===== src/shared/aux_conv_pkg.sv =====
// Shared constants for the auxiliary converter and temperature sensor control block.
package aux_conv_pkg;
  localparam int ADDR_W = 7;
  localparam logic [6:0] CONV_CONFIG_ADDR = 7'h0f;
  localparam logic [6:0] BRIDGE_OFFSET_ADDR = 7'h10;
  localparam logic [6:0] CONV_RESULT_ADDR = 7'h11;
  localparam logic [6:0] TEMP_CTRL_ADDR = 7'h12;
  localparam logic [6:0] TEMP_OFFSET_ADDR = 7'h13;

  localparam logic [7:0] CONV_CONFIG_RST = 8'h00;
  localparam logic [3:0] BRIDGE_OFFSET_RST = 4'h0;
  localparam logic [7:0] CONV_RESULT_RST = 8'h00;
  localparam logic [7:0] TEMP_CTRL_RST = 8'h20;
  localparam logic [7:0] TEMP_OFFSET_RST = 8'h00;

  localparam int START_BIT = 7;
  localparam int SEL_HI = 6;
  localparam int SEL_LO = 4;
  localparam int REF_HI = 3;
  localparam int REF_LO = 2;
  localparam int GAIN_HI = 1;
  localparam int GAIN_LO = 0;
  localparam int BOFF_HI = 3;
  localparam int RANGE_HI = 7;
  localparam int RANGE_LO = 6;
  localparam int SHIFT_EN_BIT = 5;
  localparam int TRIM_EN_BIT = 4;
  localparam int TRIM_HI = 3;
  localparam int TRIM_LO = 2;
  localparam int BGTRIM_HI = 1;
  localparam int BGTRIM_LO = 0;

  localparam logic [2:0] TEMP_SENSOR_SEL = 3'h0;

  localparam int CLK_MHZ = 200;
  localparam int CONV_TIME_US = 350;
  localparam int CONV_CYCLES = CONV_TIME_US * CLK_MHZ;

  localparam logic [4:0] SPI_ADDR_BITS = 5'h08;
  localparam logic [4:0] SPI_FRAME_BITS = 5'h10;

  typedef enum logic [1:0] {
    CONV_IDLE = 2'b01,
    CONV_RUN  = 2'b10
  } conv_state_t;
endpackage


===== src/hdl/spi_reg_port.sv =====
// Serial register port: one address byte and one data byte per select.
`timescale 1ns/100ps
module spi_reg_port
  import aux_conv_pkg::*;
(
  input wire logic clk,
  input wire logic rstn,
  input wire logic sclkPin,
  input wire logic spiSelN,
  input wire logic sdiPin,
  input wire logic [7:0] rdData,
  output logic [6:0] regAddr,
  output logic [7:0] wrData,
  output logic wrPulse,
  output logic sdo,
  output logic sdoOe
);
  logic [2:0] sclkSync;
  logic [1:0] selSync;
  logic [1:0] sdiSync;
  logic [4:0] bitCnt;
  logic [7:0] rxShift;
  logic [7:0] txShift;
  logic isWrite;

  // Pins are asynchronous, so the serial clock must run at most an eighth of clk.
  wire sclkRise = sclkSync[1] & ~sclkSync[2];
  wire sclkFall = ~sclkSync[1] & sclkSync[2];
  wire selected = ~selSync[1];
  wire [7:0] rxNext = {rxShift[6:0], sdiSync[1]};
  wire counting = selected && (bitCnt < SPI_FRAME_BITS);

  always_ff @(posedge clk or negedge rstn) begin
    if (!rstn) begin
      sclkSync <= 3'h0;
      selSync <= 2'h3;
      sdiSync <= 2'h0;
    end else begin
      sclkSync <= {sclkSync[1:0], sclkPin};
      selSync <= {selSync[0], spiSelN};
      sdiSync <= {sdiSync[0], sdiPin};
    end
  end

  always_ff @(posedge clk or negedge rstn) begin
    if (!rstn) begin
      bitCnt <= 5'h00;
      rxShift <= 8'h00;
      regAddr <= 7'h00;
      isWrite <= 1'b0;
      wrData <= 8'h00;
      wrPulse <= 1'b0;
    end else begin
      wrPulse <= 1'b0;
      if (!selected) begin
        bitCnt <= 5'h00;
      end else if (sclkRise && counting) begin
        rxShift <= rxNext;
        bitCnt <= bitCnt + 5'h01;
        if (bitCnt == SPI_ADDR_BITS - 5'h01) begin
          isWrite <= rxNext[7];
          regAddr <= rxNext[6:0];
        end
        if (bitCnt == SPI_FRAME_BITS - 5'h01 && isWrite) begin
          wrData <= rxNext;
          wrPulse <= 1'b1;
        end
      end
    end
  end

  always_ff @(posedge clk or negedge rstn) begin
    if (!rstn) begin
      txShift <= 8'h00;
      sdo <= 1'b0;
      sdoOe <= 1'b0;
    end else begin
      sdoOe <= selected && !isWrite && (bitCnt >= SPI_ADDR_BITS);
      if (sclkFall && selected && !isWrite) begin
        if (bitCnt == SPI_ADDR_BITS) begin
          txShift <= rdData;
          sdo <= rdData[7];
        end else if (bitCnt > SPI_ADDR_BITS) begin
          txShift <= {txShift[6:0], 1'b0};
          sdo <= txShift[6];
        end
      end
    end
  end
endmodule


===== src/hdl/aux_conv_ctrl.sv =====
// Control of the 8-bit auxiliary converter and on-chip temperature sensor.
//
// Operation
// - Writing one to the start bit of the configuration register begins a conversion.
// - The start bit clears itself when conversion ends, serving as busy flag.
// - A conversion lasts 350 microseconds from start until busy clears.
// - Bits 6:4 select converter input, bits 3:2 select its reference.
// - Configuration resets to zero: temperature sensor input, bandgap reference.
// - Bits 1:0 of configuration select the bridge amplifier gain.
// - Low nibble of bridge offset register sets supply-dependent offset; upper bits unused.
// - Temperature sensor powers on when selected as input or routed to test bus.
// - Range bits 7:6: 00 is -64..64 C half steps, 01 is -64..192 C.
// - Range 10 is 0..128 C half steps, 11 is -40..216 F.
// - With bit 5 set, the offset register is added to the reported result when the temperature sensor is the selected input.
// - With bit 5 clear the sensor is unshifted, a test mode; bit resets to one.
// - With bit 4 set, the trim field applies analog negative-capable compensation.
// - Temperature control resets to 20h; offsets and configuration reset to zero.
`timescale 1ns/100ps
module aux_conv_ctrl
  import aux_conv_pkg::*;
#(
  parameter int CONV_CYCLES_P = CONV_CYCLES
)
(
  input wire logic clk,
  input wire logic rstn,
  input wire logic sclkPin,
  input wire logic spiSelN,
  input wire logic sdiPin,
  output logic sdo,
  output logic sdoOe,
  input wire logic [7:0] convRaw,
  input wire logic testBusTemp,
  output logic convStart,
  output logic [2:0] inputSelect,
  output logic [1:0] refSelect,
  output logic [1:0] gainSelect,
  output logic [3:0] bridgeOffset,
  output logic tempSensorOn,
  output logic [1:0] tempRange,
  output logic tempShiftEnable,
  output logic [1:0] trimCode,
  output logic [1:0] bandgapTrim
);
  logic [1:0] rstPipe;
  logic rstSync;
  logic [7:0] rawMeta;
  logic [7:0] rawSync;
  logic [1:0] testBusPipe;
  logic [6:0] regAddr;
  logic [7:0] wrData;
  logic wrPulse;
  logic [7:0] rdData;
  logic [7:0] convConfig_r;
  logic [7:0] tempCtrl_r;
  logic [7:0] tempOffset_r;
  logic [7:0] convResult_r;
  logic [7:0] convResult_nxt;
  logic [16:0] convCount_r;
  conv_state_t state_r;
  conv_state_t state_nxt;

  // Adds the digital offset, clipping at full scale so a large offset cannot wrap to a cold reading.
  function automatic logic [7:0] add_sat(input logic [7:0] a, input logic [7:0] b);
    logic [8:0] sum;
    sum = {1'b0, a} + {1'b0, b};
    add_sat = sum[8] ? 8'hff : sum[7:0];
  endfunction

  always_ff @(posedge clk or negedge rstn) begin
    if (!rstn) begin
      rstPipe <= 2'h0;
    end else begin
      rstPipe <= {rstPipe[0], 1'b1};
    end
  end
  assign rstSync = rstPipe[1];

  // The analog code is steady when the conversion ends, so a plain two-stage sync per bit is safe.
  always_ff @(posedge clk or negedge rstSync) begin
    if (!rstSync) begin
      rawMeta <= 8'h00;
      rawSync <= 8'h00;
      testBusPipe <= 2'h0;
    end else begin
      rawMeta <= convRaw;
      rawSync <= rawMeta;
      testBusPipe <= {testBusPipe[0], testBusTemp};
    end
  end

  spi_reg_port port (
    .clk(clk),
    .rstn(rstSync),
    .sclkPin(sclkPin),
    .spiSelN(spiSelN),
    .sdiPin(sdiPin),
    .rdData(rdData),
    .regAddr(regAddr),
    .wrData(wrData),
    .wrPulse(wrPulse),
    .sdo(sdo),
    .sdoOe(sdoOe)
  );

  wire busy = (state_r == CONV_RUN);
  wire wrConfig = wrPulse && (regAddr == CONV_CONFIG_ADDR);
  wire wrBridge = wrPulse && (regAddr == BRIDGE_OFFSET_ADDR);
  wire wrTempCtrl = wrPulse && (regAddr == TEMP_CTRL_ADDR);
  wire wrTempOffset = wrPulse && (regAddr == TEMP_OFFSET_ADDR);
  wire startReq = wrConfig && wrData[START_BIT];
  wire startTaken = startReq && !busy;
  wire convDone = busy && (convCount_r == 17'h00000);
  wire tempSelected = (convConfig_r[SEL_HI:SEL_LO] == TEMP_SENSOR_SEL);
  wire shiftOn = tempCtrl_r[SHIFT_EN_BIT];
  wire trimOn = tempCtrl_r[TRIM_EN_BIT];
  wire [7:0] configView = {busy, convConfig_r[6:0]};
  wire [7:0] bridgeView = {4'h0, bridgeOffset};
  assign rdData =
    (regAddr == CONV_CONFIG_ADDR) ? configView :
    (regAddr == BRIDGE_OFFSET_ADDR) ? bridgeView :
    (regAddr == CONV_RESULT_ADDR) ? convResult_r :
    (regAddr == TEMP_CTRL_ADDR) ? tempCtrl_r :
    (regAddr == TEMP_OFFSET_ADDR) ? tempOffset_r : 8'h00;
  wire [7:0] shiftedRaw = add_sat(rawSync, tempOffset_r);

  assign convResult_nxt = (tempSelected && shiftOn) ? shiftedRaw : rawSync;

  always_comb begin
    state_nxt = state_r;
    unique case (state_r)
      CONV_IDLE: begin
        if (startReq) begin
          state_nxt = CONV_RUN;
        end
      end
      CONV_RUN: begin
        if (convDone) begin
          state_nxt = CONV_IDLE;
        end
      end
    endcase
  end

  always_ff @(posedge clk or negedge rstSync) begin
    if (!rstSync) begin
      state_r <= CONV_IDLE;
      convCount_r <= 17'h00000;
      convStart <= 1'b0;
      convResult_r <= CONV_RESULT_RST;
    end else begin
      state_r <= state_nxt;
      convStart <= startTaken;
      if (startTaken) begin
        convCount_r <= 17'(CONV_CYCLES_P - 1);
      end else if (busy && !convDone) begin
        convCount_r <= convCount_r - 17'h00001;
      end
      if (convDone) begin
        convResult_r <= convResult_nxt;
      end
    end
  end

  // The start bit itself is not stored; it reads back as the busy flag.
  always_ff @(posedge clk or negedge rstSync) begin
    if (!rstSync) begin
      convConfig_r <= CONV_CONFIG_RST;
      bridgeOffset <= BRIDGE_OFFSET_RST;
      tempCtrl_r <= TEMP_CTRL_RST;
      tempOffset_r <= TEMP_OFFSET_RST;
    end else begin
      if (wrConfig) begin
        convConfig_r <= {1'b0, wrData[6:0]};
      end
      if (wrBridge) begin
        bridgeOffset <= wrData[BOFF_HI:0];
      end
      if (wrTempCtrl) begin
        tempCtrl_r <= wrData;
      end
      if (wrTempOffset) begin
        tempOffset_r <= wrData;
      end
    end
  end

  always_ff @(posedge clk or negedge rstSync) begin
    if (!rstSync) begin
      inputSelect <= 3'h0;
      refSelect <= 2'h0;
      gainSelect <= 2'h0;
      tempSensorOn <= 1'b0;
      tempRange <= 2'h0;
      tempShiftEnable <= 1'b0;
      trimCode <= 2'h0;
      bandgapTrim <= 2'h0;
    end else begin
      inputSelect <= convConfig_r[SEL_HI:SEL_LO];
      refSelect <= convConfig_r[REF_HI:REF_LO];
      gainSelect <= convConfig_r[GAIN_HI:GAIN_LO];
      tempSensorOn <= tempSelected || testBusPipe[1];
      tempRange <= tempCtrl_r[RANGE_HI:RANGE_LO];
      tempShiftEnable <= shiftOn;
      trimCode <= trimOn ? tempCtrl_r[TRIM_HI:TRIM_LO] : 2'h0;
      bandgapTrim <= tempCtrl_r[BGTRIM_HI:BGTRIM_LO];
    end
  end

  // Helper counter that measures how long busy stays high.
  int busyLen;
  always_ff @(posedge clk or negedge rstSync) begin
    if (!rstSync) begin
      busyLen <= 0;
    end else if (startTaken) begin
      busyLen <= 0;
    end else if (busy) begin
      busyLen <= busyLen + 1;
    end
  end

  a_start_busy: assert property (@(posedge clk) disable iff (!rstSync)
    startReq && !busy |=> busy && configView[START_BIT] && convStart)
    else $error("start write did not raise busy");
  a_busy_length: assert property (@(posedge clk) disable iff (!rstSync)
    $fell(busy) |-> busyLen == CONV_CYCLES_P)
    else $error("conversion length is wrong");
  a_busy_selfclear: assert property (@(posedge clk) disable iff (!rstSync)
    convDone |=> !busy && configView[START_BIT] == 1'b0)
    else $error("busy did not clear at end of conversion");
  a_start_ignored: assert property (@(posedge clk) disable iff (!rstSync)
    busy && !convDone && startReq |=> busy && convCount_r == $past(convCount_r) - 17'h00001)
    else $error("start during conversion was not ignored");
  a_reset_values: assert property (@(posedge clk)
    $rose(rstSync) |-> convConfig_r == CONV_CONFIG_RST && tempCtrl_r == TEMP_CTRL_RST
      && tempOffset_r == TEMP_OFFSET_RST && bridgeOffset == BRIDGE_OFFSET_RST)
    else $error("register reset value is wrong");
  a_select_follow: assert property (@(posedge clk) disable iff (!rstSync)
    wrConfig |=> ##1 inputSelect == $past(wrData[SEL_HI:SEL_LO], 2)
      && refSelect == $past(wrData[REF_HI:REF_LO], 2) && gainSelect == $past(wrData[GAIN_HI:GAIN_LO], 2))
    else $error("converter selects did not follow the write");
  a_bridge_nibble: assert property (@(posedge clk) disable iff (!rstSync)
    wrBridge |=> bridgeOffset == $past(wrData[3:0]) && bridgeView[7:4] == 4'h0)
    else $error("bridge offset write lost");
  a_sensor_power: assert property (@(posedge clk) disable iff (!rstSync)
    rstSync |=> tempSensorOn == ($past(convConfig_r[SEL_HI:SEL_LO]) == 3'h0 || $past(testBusPipe[1])))
    else $error("temperature sensor power is wrong");
  a_range_follow: assert property (@(posedge clk) disable iff (!rstSync)
    wrTempCtrl |=> ##1 tempRange == $past(wrData[7:6], 2))
    else $error("range field did not follow the write");
  a_offset_added: assert property (@(posedge clk) disable iff (!rstSync)
    convDone && tempSelected && shiftOn |=>
      convResult_r == add_sat($past(rawSync), $past(tempOffset_r)))
    else $error("digital offset not applied");
  a_no_shift: assert property (@(posedge clk) disable iff (!rstSync)
    convDone && !shiftOn |=> convResult_r == $past(rawSync))
    else $error("unshifted result altered");
  a_trim_gate: assert property (@(posedge clk) disable iff (!rstSync)
    trimCode != 2'h0 |-> $past(trimOn))
    else $error("trim applied while disabled");
endmodule


===== config.mk =====
export PLATFORM = sky130hd
export DESIGN_NAME = aux_conv_ctrl
export DESIGN_NICKNAME = d
export VERILOG_FILES = /design/src/shared/aux_conv_pkg.sv /design/src/hdl/spi_reg_port.sv /design/src/hdl/aux_conv_ctrl.sv
export SDC_FILE = /design/constraint.sdc
export NUM_CORES = 1
export LEC_CHECK = 0
export BUFFER_PORTS_ARGS = -buffer_cell sky130_fd_sc_hd__buf_4
export CORE_MARGIN = 8
export CORE_UTILIZATION = 43
export CTS_BUF_LIST = sky130_fd_sc_hd__clkbuf_16
export DETAILED_ROUTE_END_ITERATION = 8
export GPL_ROUTABILITY_DRIVEN = 0
export SKIP_CTS_REPAIR_TIMING = 1
export SYNTH_ARGS = -nofsm -noshare
export SYNTH_HDL_FRONTEND = slang
export SYNTH_HIERARCHICAL = 1
export SYNTH_SLANG_ARGS = --single-unit

===== constraint.sdc =====
create_clock -name clk -period 6.2 [get_ports clk]
set_input_delay 1.24 -clock clk [delete_from_list [all_inputs] [get_ports clk]]
set_output_delay 1.24 -clock clk [all_outputs]
set_load 0.005 [all_outputs]

==> impl_metrics.yaml, run 1 <==
grt:
  grt_overflow: 0
  grt_max_degree: 71
  gr-usage-met3_pct: 4.39
  antenna_found_initial: 0
  grt_use_total_pct: 14.1
  use_met1_pct: 18.3
  grt_pass1_vias: 3789
  grt_pass1_wl_um: 19600
  use_met2_pct: 21.6
  grt-busiest-layer: "met2"
run:
  cap_violations: 0
worst_hold_path:
  hp-start: "rawMeta[4]"
  min_to: "rawSync[4]"
  hold_path.class: "flip-flop to flip-flop"
  holdPathStages: 0
route:
  drc: 0
  firstDrtPassIters: 4
  drt-total-wl_um: 11600
  routed-via-count: 3666
  via_per_inst: 5.31
  drtAntennaViolNets: 0
  wl_per_cell_um: 16.8
  drt_iter0_markers: 272
floorplan:
  die_y_um: 133
  start_util_pct: 44.1
  die_x_um: 133
  rows: 42
  dieArea_um2: 17600
  core-area_um2: 13300
  io_pins: 36
power:
  switching_share_pct: 20.3
  powerDensity_nw_per_um2: 293
  p_total_mw: 2.01
  power.internal_mw: 1.60
  share_comb_of_total_power_pct: 2.7
  power_leakage_nw: 3.26
  seqPwrFrac_pct: 47.1
  vdd_drop_max_v: 0.000221
  clkPwrFrac_pct: 50.3
  switchingPower_mw: 0.409
critical_path:
  crit_arrival_ns: 2.59
  reg2reg_depth: 7
  path_max_fanout: 8
  crit_type: "flip-flop to flip-flop"
  reg2reg_from: "tempOffset_r[0]"
  r2r_setup_slack_ns: 3.91
  critPathLaunchType: "flip-flop"
  rr_endpoint: "convResult_r[7]"
  cp.required_ns: 6.50
  worstSetupEndpointType: "flip-flop"
finish:
  drive_gt1_share_pct: 31.7
  seqCellArea_um2: 3390
  stdcell_area_um2: 6870
  antenna_cells: 0
  post-route-util_pct: 51.7
  fill_cells: 1148
  instances_no_fill: 691
  multiInputGateArea_um2: 2350
  area_delta_synth_final_pct: 17.1
  fin_nets: 529
sta:
  tightest_slew_ns: 0.887
  rsz0062_at_grt: "false"
  setup_viol_count_final: 0
  min_period_ns: 2.29
  final-hold-violation-count: 0
  fin_worst_skew_ns: 0.00715
  max_slew_margin_pct: 40.9
  fmax_mhz: 437
  setup_tns_ns: 0
  fin_crit_sh_pct: 36.9
  maxSlewViolCount: 0
clock_tree:
  h-tree-depth: 4
  clock-sinks: 135
  clkTransAtPathRegs_ns: 0.06
  root_buffer: "clkbuf_16"
  clk_path_buf_depth: 2
  cts_buffers: 17
  cts_tree: "done"
  clk_latency_ns: 0.41
logic_synthesis:
  yosys-top-cells-count: "dfrtp_1, mux2_2, nor2_1, nand2_1, o21ai_0"
  synth_top_area_cell: "dfrtp_1"
  ys.warnings.count: 6
  synth_fp_nets: 486
  syn_inst: 459
  ys_ff_latch: 135
  synth_ff_type: "dfrtp_1"
  synth_edf_count: 0
  synth_cell_type_count: 59
  ys_async_sr_fraction_pct: 100
  synth_most_common_cell: "dfrtp_1"
  ys_seq_area_share_pct: 57.7
  synth.top_cell.area_share_pct: 55.9
  syn_avg_cell_area_um2: 12.8
  syn_area_um2: 5870
  synth_area_leaders: "dfrtp_1, mux2_2, ha_1, nor2_1, dfstp_2"
placement:
  dpl.cell_count: 659
  placed_area_um2: 6280
  hpwl_um: 8190
  port-buffer-count: 35
run_status:
  status: "finished clean"
## critical path: stages, from the launching register on
cell	delay [ns]
dfrtp_1	0.39
ha_1	0.23
fa_1	0.43
a21oi_1	0.27
o221a_2	0.24
o21ai_1	0.17
o21bai_1	0.23
a22o_2	0.20
## power by group through the flow
stage	Sequential [mW]	Clock, mW	Combinational, mW
after global routing	0.954	1.08	0.0615
after detailed placement	0.963	0	0.0550
after floorplan	0.956	0	0.0363
final	0.947	1.01	0.0536
after global placement	0.961	0	0.0530
after CTS	0.947	1.04	0.0551
## cell usage in the layout (no fill, tap or decap), drive strengths merged, types with 8 or more instances in the layout
master / n
buf: 37
dfrtp: 131
inv: 15
o21ai: 17
mux2: 72
a21oi: 12
nand3: 8
xnor2: 9
o31ai: 8
nor3: 14
nor2: 39
nand2: 22
a22oi: 8
ha: 12
clkbuf: 17
## cell type report
class / instances / share of cell area (%)
sequential: 135 / 49.3
clock inverter: 15 / 2.48
timing repair buffer: 37 / 4.04
multi-input combinational: 300 / 34.2
tap: 176 / 3.20
clock buffer: 17 / 6.19
inverter: 11 / 0.601
## worst max path at each step
stage	startpoint	end	slack [ns]	cells after the start
2_1_floorplan	rstPipe[1]	bandgapTrim[0]	2.17	0
3_3_place_gp	tempOffset_r[0]	convResult_r[7]	4.01	7
3_5_place_dp	rawSync[0]	convResult_r[7]	3.92	7
4_1_cts	tempOffset_r[0]	convResult_r[7]	3.91	7
5_1_grt	tempOffset_r[0]	convResult_r[7]	3.78	7
6_report	tempOffset_r[0]	convResult_r[7]	3.91	7
## cell families after synthesis
| logic type | after synthesis | synth area share [%] |
|---|---|---|
| AOI/OAI and AO/OA | 63 | 7.38 |
| other | 1 | 0.0639 |
| DFF | 135 | 57.7 |
| buffers and inverters | 24 | 2.26 |
| and+or+nand+nor | 134 | 13.3 |
| adders and majority gates | 13 | 2.90 |
| xor gates and xnor gates | 11 | 1.64 |
| muxes | 78 | 14.8 |
## flip-flops by register name, indices dropped and copies added, names as in the netlist, 4 cells and up
register / flops
bridgeOffset: 4
port/wrData: 8
port/bitCnt: 5
tempOffset_r: 8
convConfig_r: 7
rawMeta: 8
convResult_r: 8
convCount_r: 17
rawSync: 8
port/rxShift: 7
tempCtrl_r: 8
port/txShift: 7
port/regAddr: 7
## metrics by stage
step,setup WS [ns],hold WS [ns]
2_1_floorplan,2.17,0.331
3_3_place_gp,4.01,0.332
3_5_place_dp,3.92,0.336
4_1_cts,3.91,0.348
5_1_grt,3.78,0.350
6_report,3.91,0.345
## metal layers
layer / part of all wire (%) / vias to the layer above / routed length, µm
met4: 1.4 / 0 / 160
met5: 0 / - / 0
met1: 48 / 1861 / 5610
met2: 47 / 60 / 5450
met3: 3.3 / 12 / 388
li1: - / 1733 / -
Note: power is estimated with default switching activity, not from simulation.
==> run 2, diff against run 1 <==
--- a/config.mk
+++ b/config.mk
@@ -5,6 +5,7 @@
 export SDC_FILE = /design/constraint.sdc
 export NUM_CORES = 1
 export LEC_CHECK = 0
+export ABC_AREA = 1
 export BUFFER_PORTS_ARGS = -buffer_cell sky130_fd_sc_hd__buf_4
 export CORE_MARGIN = 8
 export CORE_UTILIZATION = 43
==> constraint.sdc (replaced) <==
create_clock -name clk -period 2.1 [get_ports clk]
set_input_delay 0.42 -clock clk [delete_from_list [all_inputs] [get_ports clk]]
set_output_delay 0.42 -clock clk [all_outputs]
set_load 0.005 [all_outputs]
==> impl_metrics.yaml, run 2 <==
run_status:
  status: "finished clean"
finish:
  fin_nets: 785
  largest_reg_flops: 17
  drive_gt1_share_pct: 14.8
  layout_common_cells: "nand2_1, dfrtp_1, inv_1"
  final_common_cell: "nand2_1"
  post-route-util_pct: 51.7
  seqCellArea_um2: 3390
  fill_cells: 1337
  largest_register: "convCount_r"
  antenna_cells: 0
  multiInputGateArea_um2: 2370
  area_delta_synth_final_pct: 17.7
logic_synthesis:
  syn_inst: 704
  synth_most_common_cell: "nand2_1"
  ys_ff_latch: 135
  syn_avg_cell_area_um2: 8.67
  syn_area_um2: 6100
  synth_fp_nets: 731
  ys_async_sr_fraction_pct: 100
  ys_seq_area_share_pct: 55.4
  ys.warnings.count: 6
  yosys-top-cells-count: "nand2_1, dfrtp_1, inv_1, nand3_1, nor2_1"
  synth.top_cell.area_share_pct: 53.7
  synth_top_area_cell: "dfrtp_1"
  synth_cell_type_count: 37
  synth_edf_count: 0
  synth_area_leaders: "dfrtp_1, nand2_1, nand3_1, inv_1, o21ai_0"
  synth_ff_type: "dfrtp_1"
floorplan:
  start_util_pct: 44.0
  die_y_um: 135
  die_x_um: 135
  dieArea_um2: 18300
  io_pins: 36
  core-area_um2: 13900
  rows: 43
sta:
  max_slew_margin_pct: 63.4
  worst_slack_ns: 0.255
  fin_worst_skew_ns: 0.00822
  min_period_ns: 1.85
  fmax_mhz: 542
  final-hold-violation-count: 0
  setup_tns_ns: 0
  hold_ws_ns: 0.106
  rsz0062_at_grt: "false"
  fin_crit_sh_pct: 87.9
  setup_viol_count_final: 0
  maxSlewViolCount: 0
  tightest_slew_ns: 0.544
route:
  drtAntennaViolNets: 0
  wl_per_cell_um: 13.6
  drt_iter0_markers: 239
  via_per_inst: 4.92
  drt-total-wl_um: 12900
  routed-via-count: 4677
  firstDrtPassIters: 4
  drc: 0
placement:
  hpwl_um: 9430
  port-buffer-count: 35
  preCtsSetupSlack_ns: 0.286
clock_tree:
  clock-sinks: 135
  clk_path_buf_depth: 2
  cts_tree: "done"
  root_buffer: "clkbuf_16"
  clk_latency_ns: 0.41
  h-tree-depth: 4
  clkTransAtPathRegs_ns: 0.06
  cts_buffers: 17
critical_path:
  cp.required_ns: 2.40
  critPathLaunchType: "flip-flop"
  cp_slowest_cell: "fa_1"
  crit_type: "flip-flop to flip-flop"
  critPathMostFrequentCell: "nand2_1"
  crit_path_max_incr_delay_ns: 0.43
  cp_cell_sequence: "ha_1 -> fa_1 -> nand2_1 -> nand3_1 -> nand2_1 -> and2_1 -> nand2_1 -> nand2_1 -> nand2_1"
  worstSetupEndpointType: "flip-flop"
  path_max_fanout: 4
  crit_arrival_ns: 2.14
grt:
  grt_use_total_pct: 15.1
  grt_overflow: 0
  grt_pass1_vias: 4630
  grt_pass1_wl_um: 22000
  grt_max_degree: 54
  antenna_found_initial: 0
power:
  powerDensity_nw_per_um2: 796
  vdd_drop_max_v: 0.000564
  p_total_mw: 5.72
  power_leakage_nw: 3.74
worst_hold_path:
  hold_path.class: "input port to flip-flop"
run:
  cap_violations: 0
-- run 2: logic make-up after synthesis --
kind of cell               synth area share, %
AOI/OAI and AO/OA                         5.35
xor gates and xnor gates                  1.00
adders and majority gates                 2.79
buffers and inverters                     5.74
DFF                                       55.4
muxes                                    0.738
other                                   0.0615
and+or+nand+nor                           28.9
-- run 2: final timing paths --
check,startpoint,end,slack [ns],depth (start not counted)
worst max-delay path,tempOffset_r[0],convResult_r[6],0.25,9
worst min register to register,rstPipe[1],port/regAddr[6],0.27,0
worst max register to register,tempOffset_r[0],convResult_r[6],0.25,9
min in group asynchronous,rstPipe[1],port/regAddr[6],0.27,0
worst min-delay path,spiSelN,port/selSync[0],0.11,1
max in group asynchronous,rstPipe[1],state_r[0],1.14,1
-- run 2: worst max-delay path, delay by kind of cell (launching register included) --
family                   cells  cell delay [ns]
AND/OR/NAND/NOR              7             0.67
adder cells (fa/ha/maj)      2             0.66
flip-flops                   1             0.40
-- run 2: power by group --
| part | internal (mW) | switching (mW) |
|---|---|---|
| logic | 0.0643 | 0.0956 |
| clock network | 1.73 | 1.10 |
| registers | 2.67 | 0.0642 |
-- run 2: layout make-up --
type | instances | share of cell area (%)
flip-flops and latches | 135 | 47.2
multi-input cells | 486 | 33.0
clock buffers | 17 | 5.92
repair buffers | 43 | 4.88
inverters | 75 | 3.99
well taps | 180 | 3.14
clock inverters | 15 | 1.93
-- run 2: stage by stage --
step / cell area [µm²] / std cells
5_1_grt: 7180 / 951
6_report: 7180 / 951
4_1_cts: 7170 / 950
3_5_place_dp: 6610 / 918
3_3_place_gp: 6610 / 918
2_1_floorplan: 6110 / 704
-- run 2: routing by layer --
layer | track usage [%] | share of wire (%) | vias up
li1 | - | - | 2345
met1 | 18.8 | 47 | 2240
met2 | 24.6 | 48 | 79
met3 | 4.42 | 4.3 | 13
met4 | 5.12 | 1.3 | 0
met5 | 0 | 0 | -
==> run 3, diff against run 2 <==
--- a/config.mk
+++ b/config.mk
@@ -7,11 +7,11 @@
 export LEC_CHECK = 0
 export ABC_AREA = 1
 export BUFFER_PORTS_ARGS = -buffer_cell sky130_fd_sc_hd__buf_4
-export CORE_MARGIN = 8
 export CORE_UTILIZATION = 43
 export CTS_BUF_LIST = sky130_fd_sc_hd__clkbuf_16
 export DETAILED_ROUTE_END_ITERATION = 8
 export GPL_ROUTABILITY_DRIVEN = 0
+export REMOVE_ABC_BUFFERS = 1
 export SKIP_CTS_REPAIR_TIMING = 1
 export SYNTH_ARGS = -nofsm -noshare
 export SYNTH_HDL_FRONTEND = slang
==> impl_metrics.yaml, run 3 (synthesized netlist as in run 2, its figures left out) <==
run_status:
  status: "finished clean"
critical_path:
  cp.required_ns: 2.42
  crit_type: "flip-flop to flip-flop"
  crit_arrival_ns: 2.20
  critPathLaunchType: "flip-flop"
  path_max_fanout: 4
  worstSetupEndpointType: "flip-flop"
power:
  vdd_drop_max_v: 0.000765
  power_leakage_nw: 3.79
  p_total_mw: 6.30
  powerDensity_nw_per_um2: 862
grt:
  grt_overflow: 0
  grt_pass1_wl_um: 22000
  antenna_found_initial: 0
  grt_use_total_pct: 19.8
  grt_pass1_vias: 4636
  grt_max_degree: 40
run:
  cap_violations: 0
finish:
  post-route-util_pct: 52.7
  drive_gt1_share_pct: 15.5
  final_common_cell: "nand2_1"
  largest_reg_flops: 17
  largest_register: "convCount_r"
  fill_cells: 1293
  layout_common_cells: "nand2_1, dfrtp_1, inv_1"
  area_delta_synth_final_pct: 19.8
  instances_no_fill: 953
  fin_nets: 787
  antenna_cells: 0
sta:
  fin_crit_sh_pct: 89.6
  min_period_ns: 1.88
  hold_ws_ns: 0.0958
  max_slew_margin_pct: 62.8
  maxSlewViolCount: 0
  rsz0062_at_grt: "false"
  setup_viol_count_final: 0
  tightest_slew_ns: 0.558
  final-hold-violation-count: 0
  fin_worst_skew_ns: 0.0118
  worst_slack_ns: 0.218
  fmax_mhz: 531
placement:
  hpwl_um: 9300
  port-buffer-count: 35
  dpl.cell_count: 920
  preCtsSetupSlack_ns: 0.273
floorplan:
  rows: 43
  dieArea_um2: 14700
  die_x_um: 121
  die_y_um: 121
  start_util_pct: 44.0
  core-area_um2: 13900
  io_pins: 36
clock_tree:
  clock-sinks: 135
  cts_tree: "done"
  h-tree-depth: 4
  clk_latency_ns: 0.43
  cts_buffers: 17
  clk_path_buf_depth: 2
  root_buffer: "clkbuf_16"
  clkTransAtPathRegs_ns: 0.06
worst_hold_path:
  hold_path.class: "input port to flip-flop"
route:
  top_layer: "met4"
  wl_met2_um: 6180
  drt-met1-wl_um: 6250
  firstDrtPassIters: 5
  wl_per_cell_um: 13.7
  drtAntennaViolNets: 0
  wl_met3_um: 413
  drc: 0
  drt-total-wl_um: 13000
  via_per_inst: 4.92
  routed-via-count: 4686
  drt_iter0_markers: 353
==> run 3: worst paths after layout <==
kind                                 start               to  cells after the start  slack (ns)
setup / recovery           tempOffset_r[0]  convResult_r[5]                      9        0.22
hold / removal                  convRaw[3]       rawMeta[3]                      1         0.1
setup reg to reg           tempOffset_r[0]  convResult_r[5]                      9        0.22
hold reg to reg                 rstPipe[1]  port/sdiSync[1]                      0        0.33
max in group asynchronous       rstPipe[1]       state_r[0]                      1        1.09
min in group asynchronous             rstn       rstPipe[1]                      2        0.32
==> run 3: worst max-delay path: stages, from the launching register on <==
cell and delay (ns):
dfrtp_1 0.41, ha_1 0.24, fa_1 0.43, nand2_1 0.09, nand3_1 0.10, nand2_1 0.13
and2_1 0.19, nand2_1 0.06, nand2_1 0.07, nand2_1 0.05
==> run 3: stage by stage <==
step	cell area (µm²)	TNS, ns
2_1_floorplan	6040	-252.97
3_3_place_gp	6620	0
3_5_place_dp	6620	0
4_1_cts	7300	0
5_1_grt	7310	0
6_report	7310	0
==> run 3: power breakdown <==
group | switching, mW | internal [mW]
Combinational | 0.0951 | 0.0668
Sequential | 0.0666 | 2.67
Clock | 1.17 | 2.23
Total | 1.33 | 4.97
==> run 3: final cells by class <==
type	instances	area, µm²	area share, %
Clock inverter	15	250	3.42
Inverter	75	287	3.92
Clock buffer	17	425	5.82
Tap cell	180	225	3.08
Multi-Input combinational cell	486	2370	32.4
Timing Repair Buffer	45	365	5.00
Sequential cell	135	3390	46.3
==> run 3: per-layer routing <==
metal  GRT usage (%)  vias up
met2            31.3       63
met1            25.7     2261
li1                -     2347
met4            8.26        0
met5               0        -
met3            5.26       15
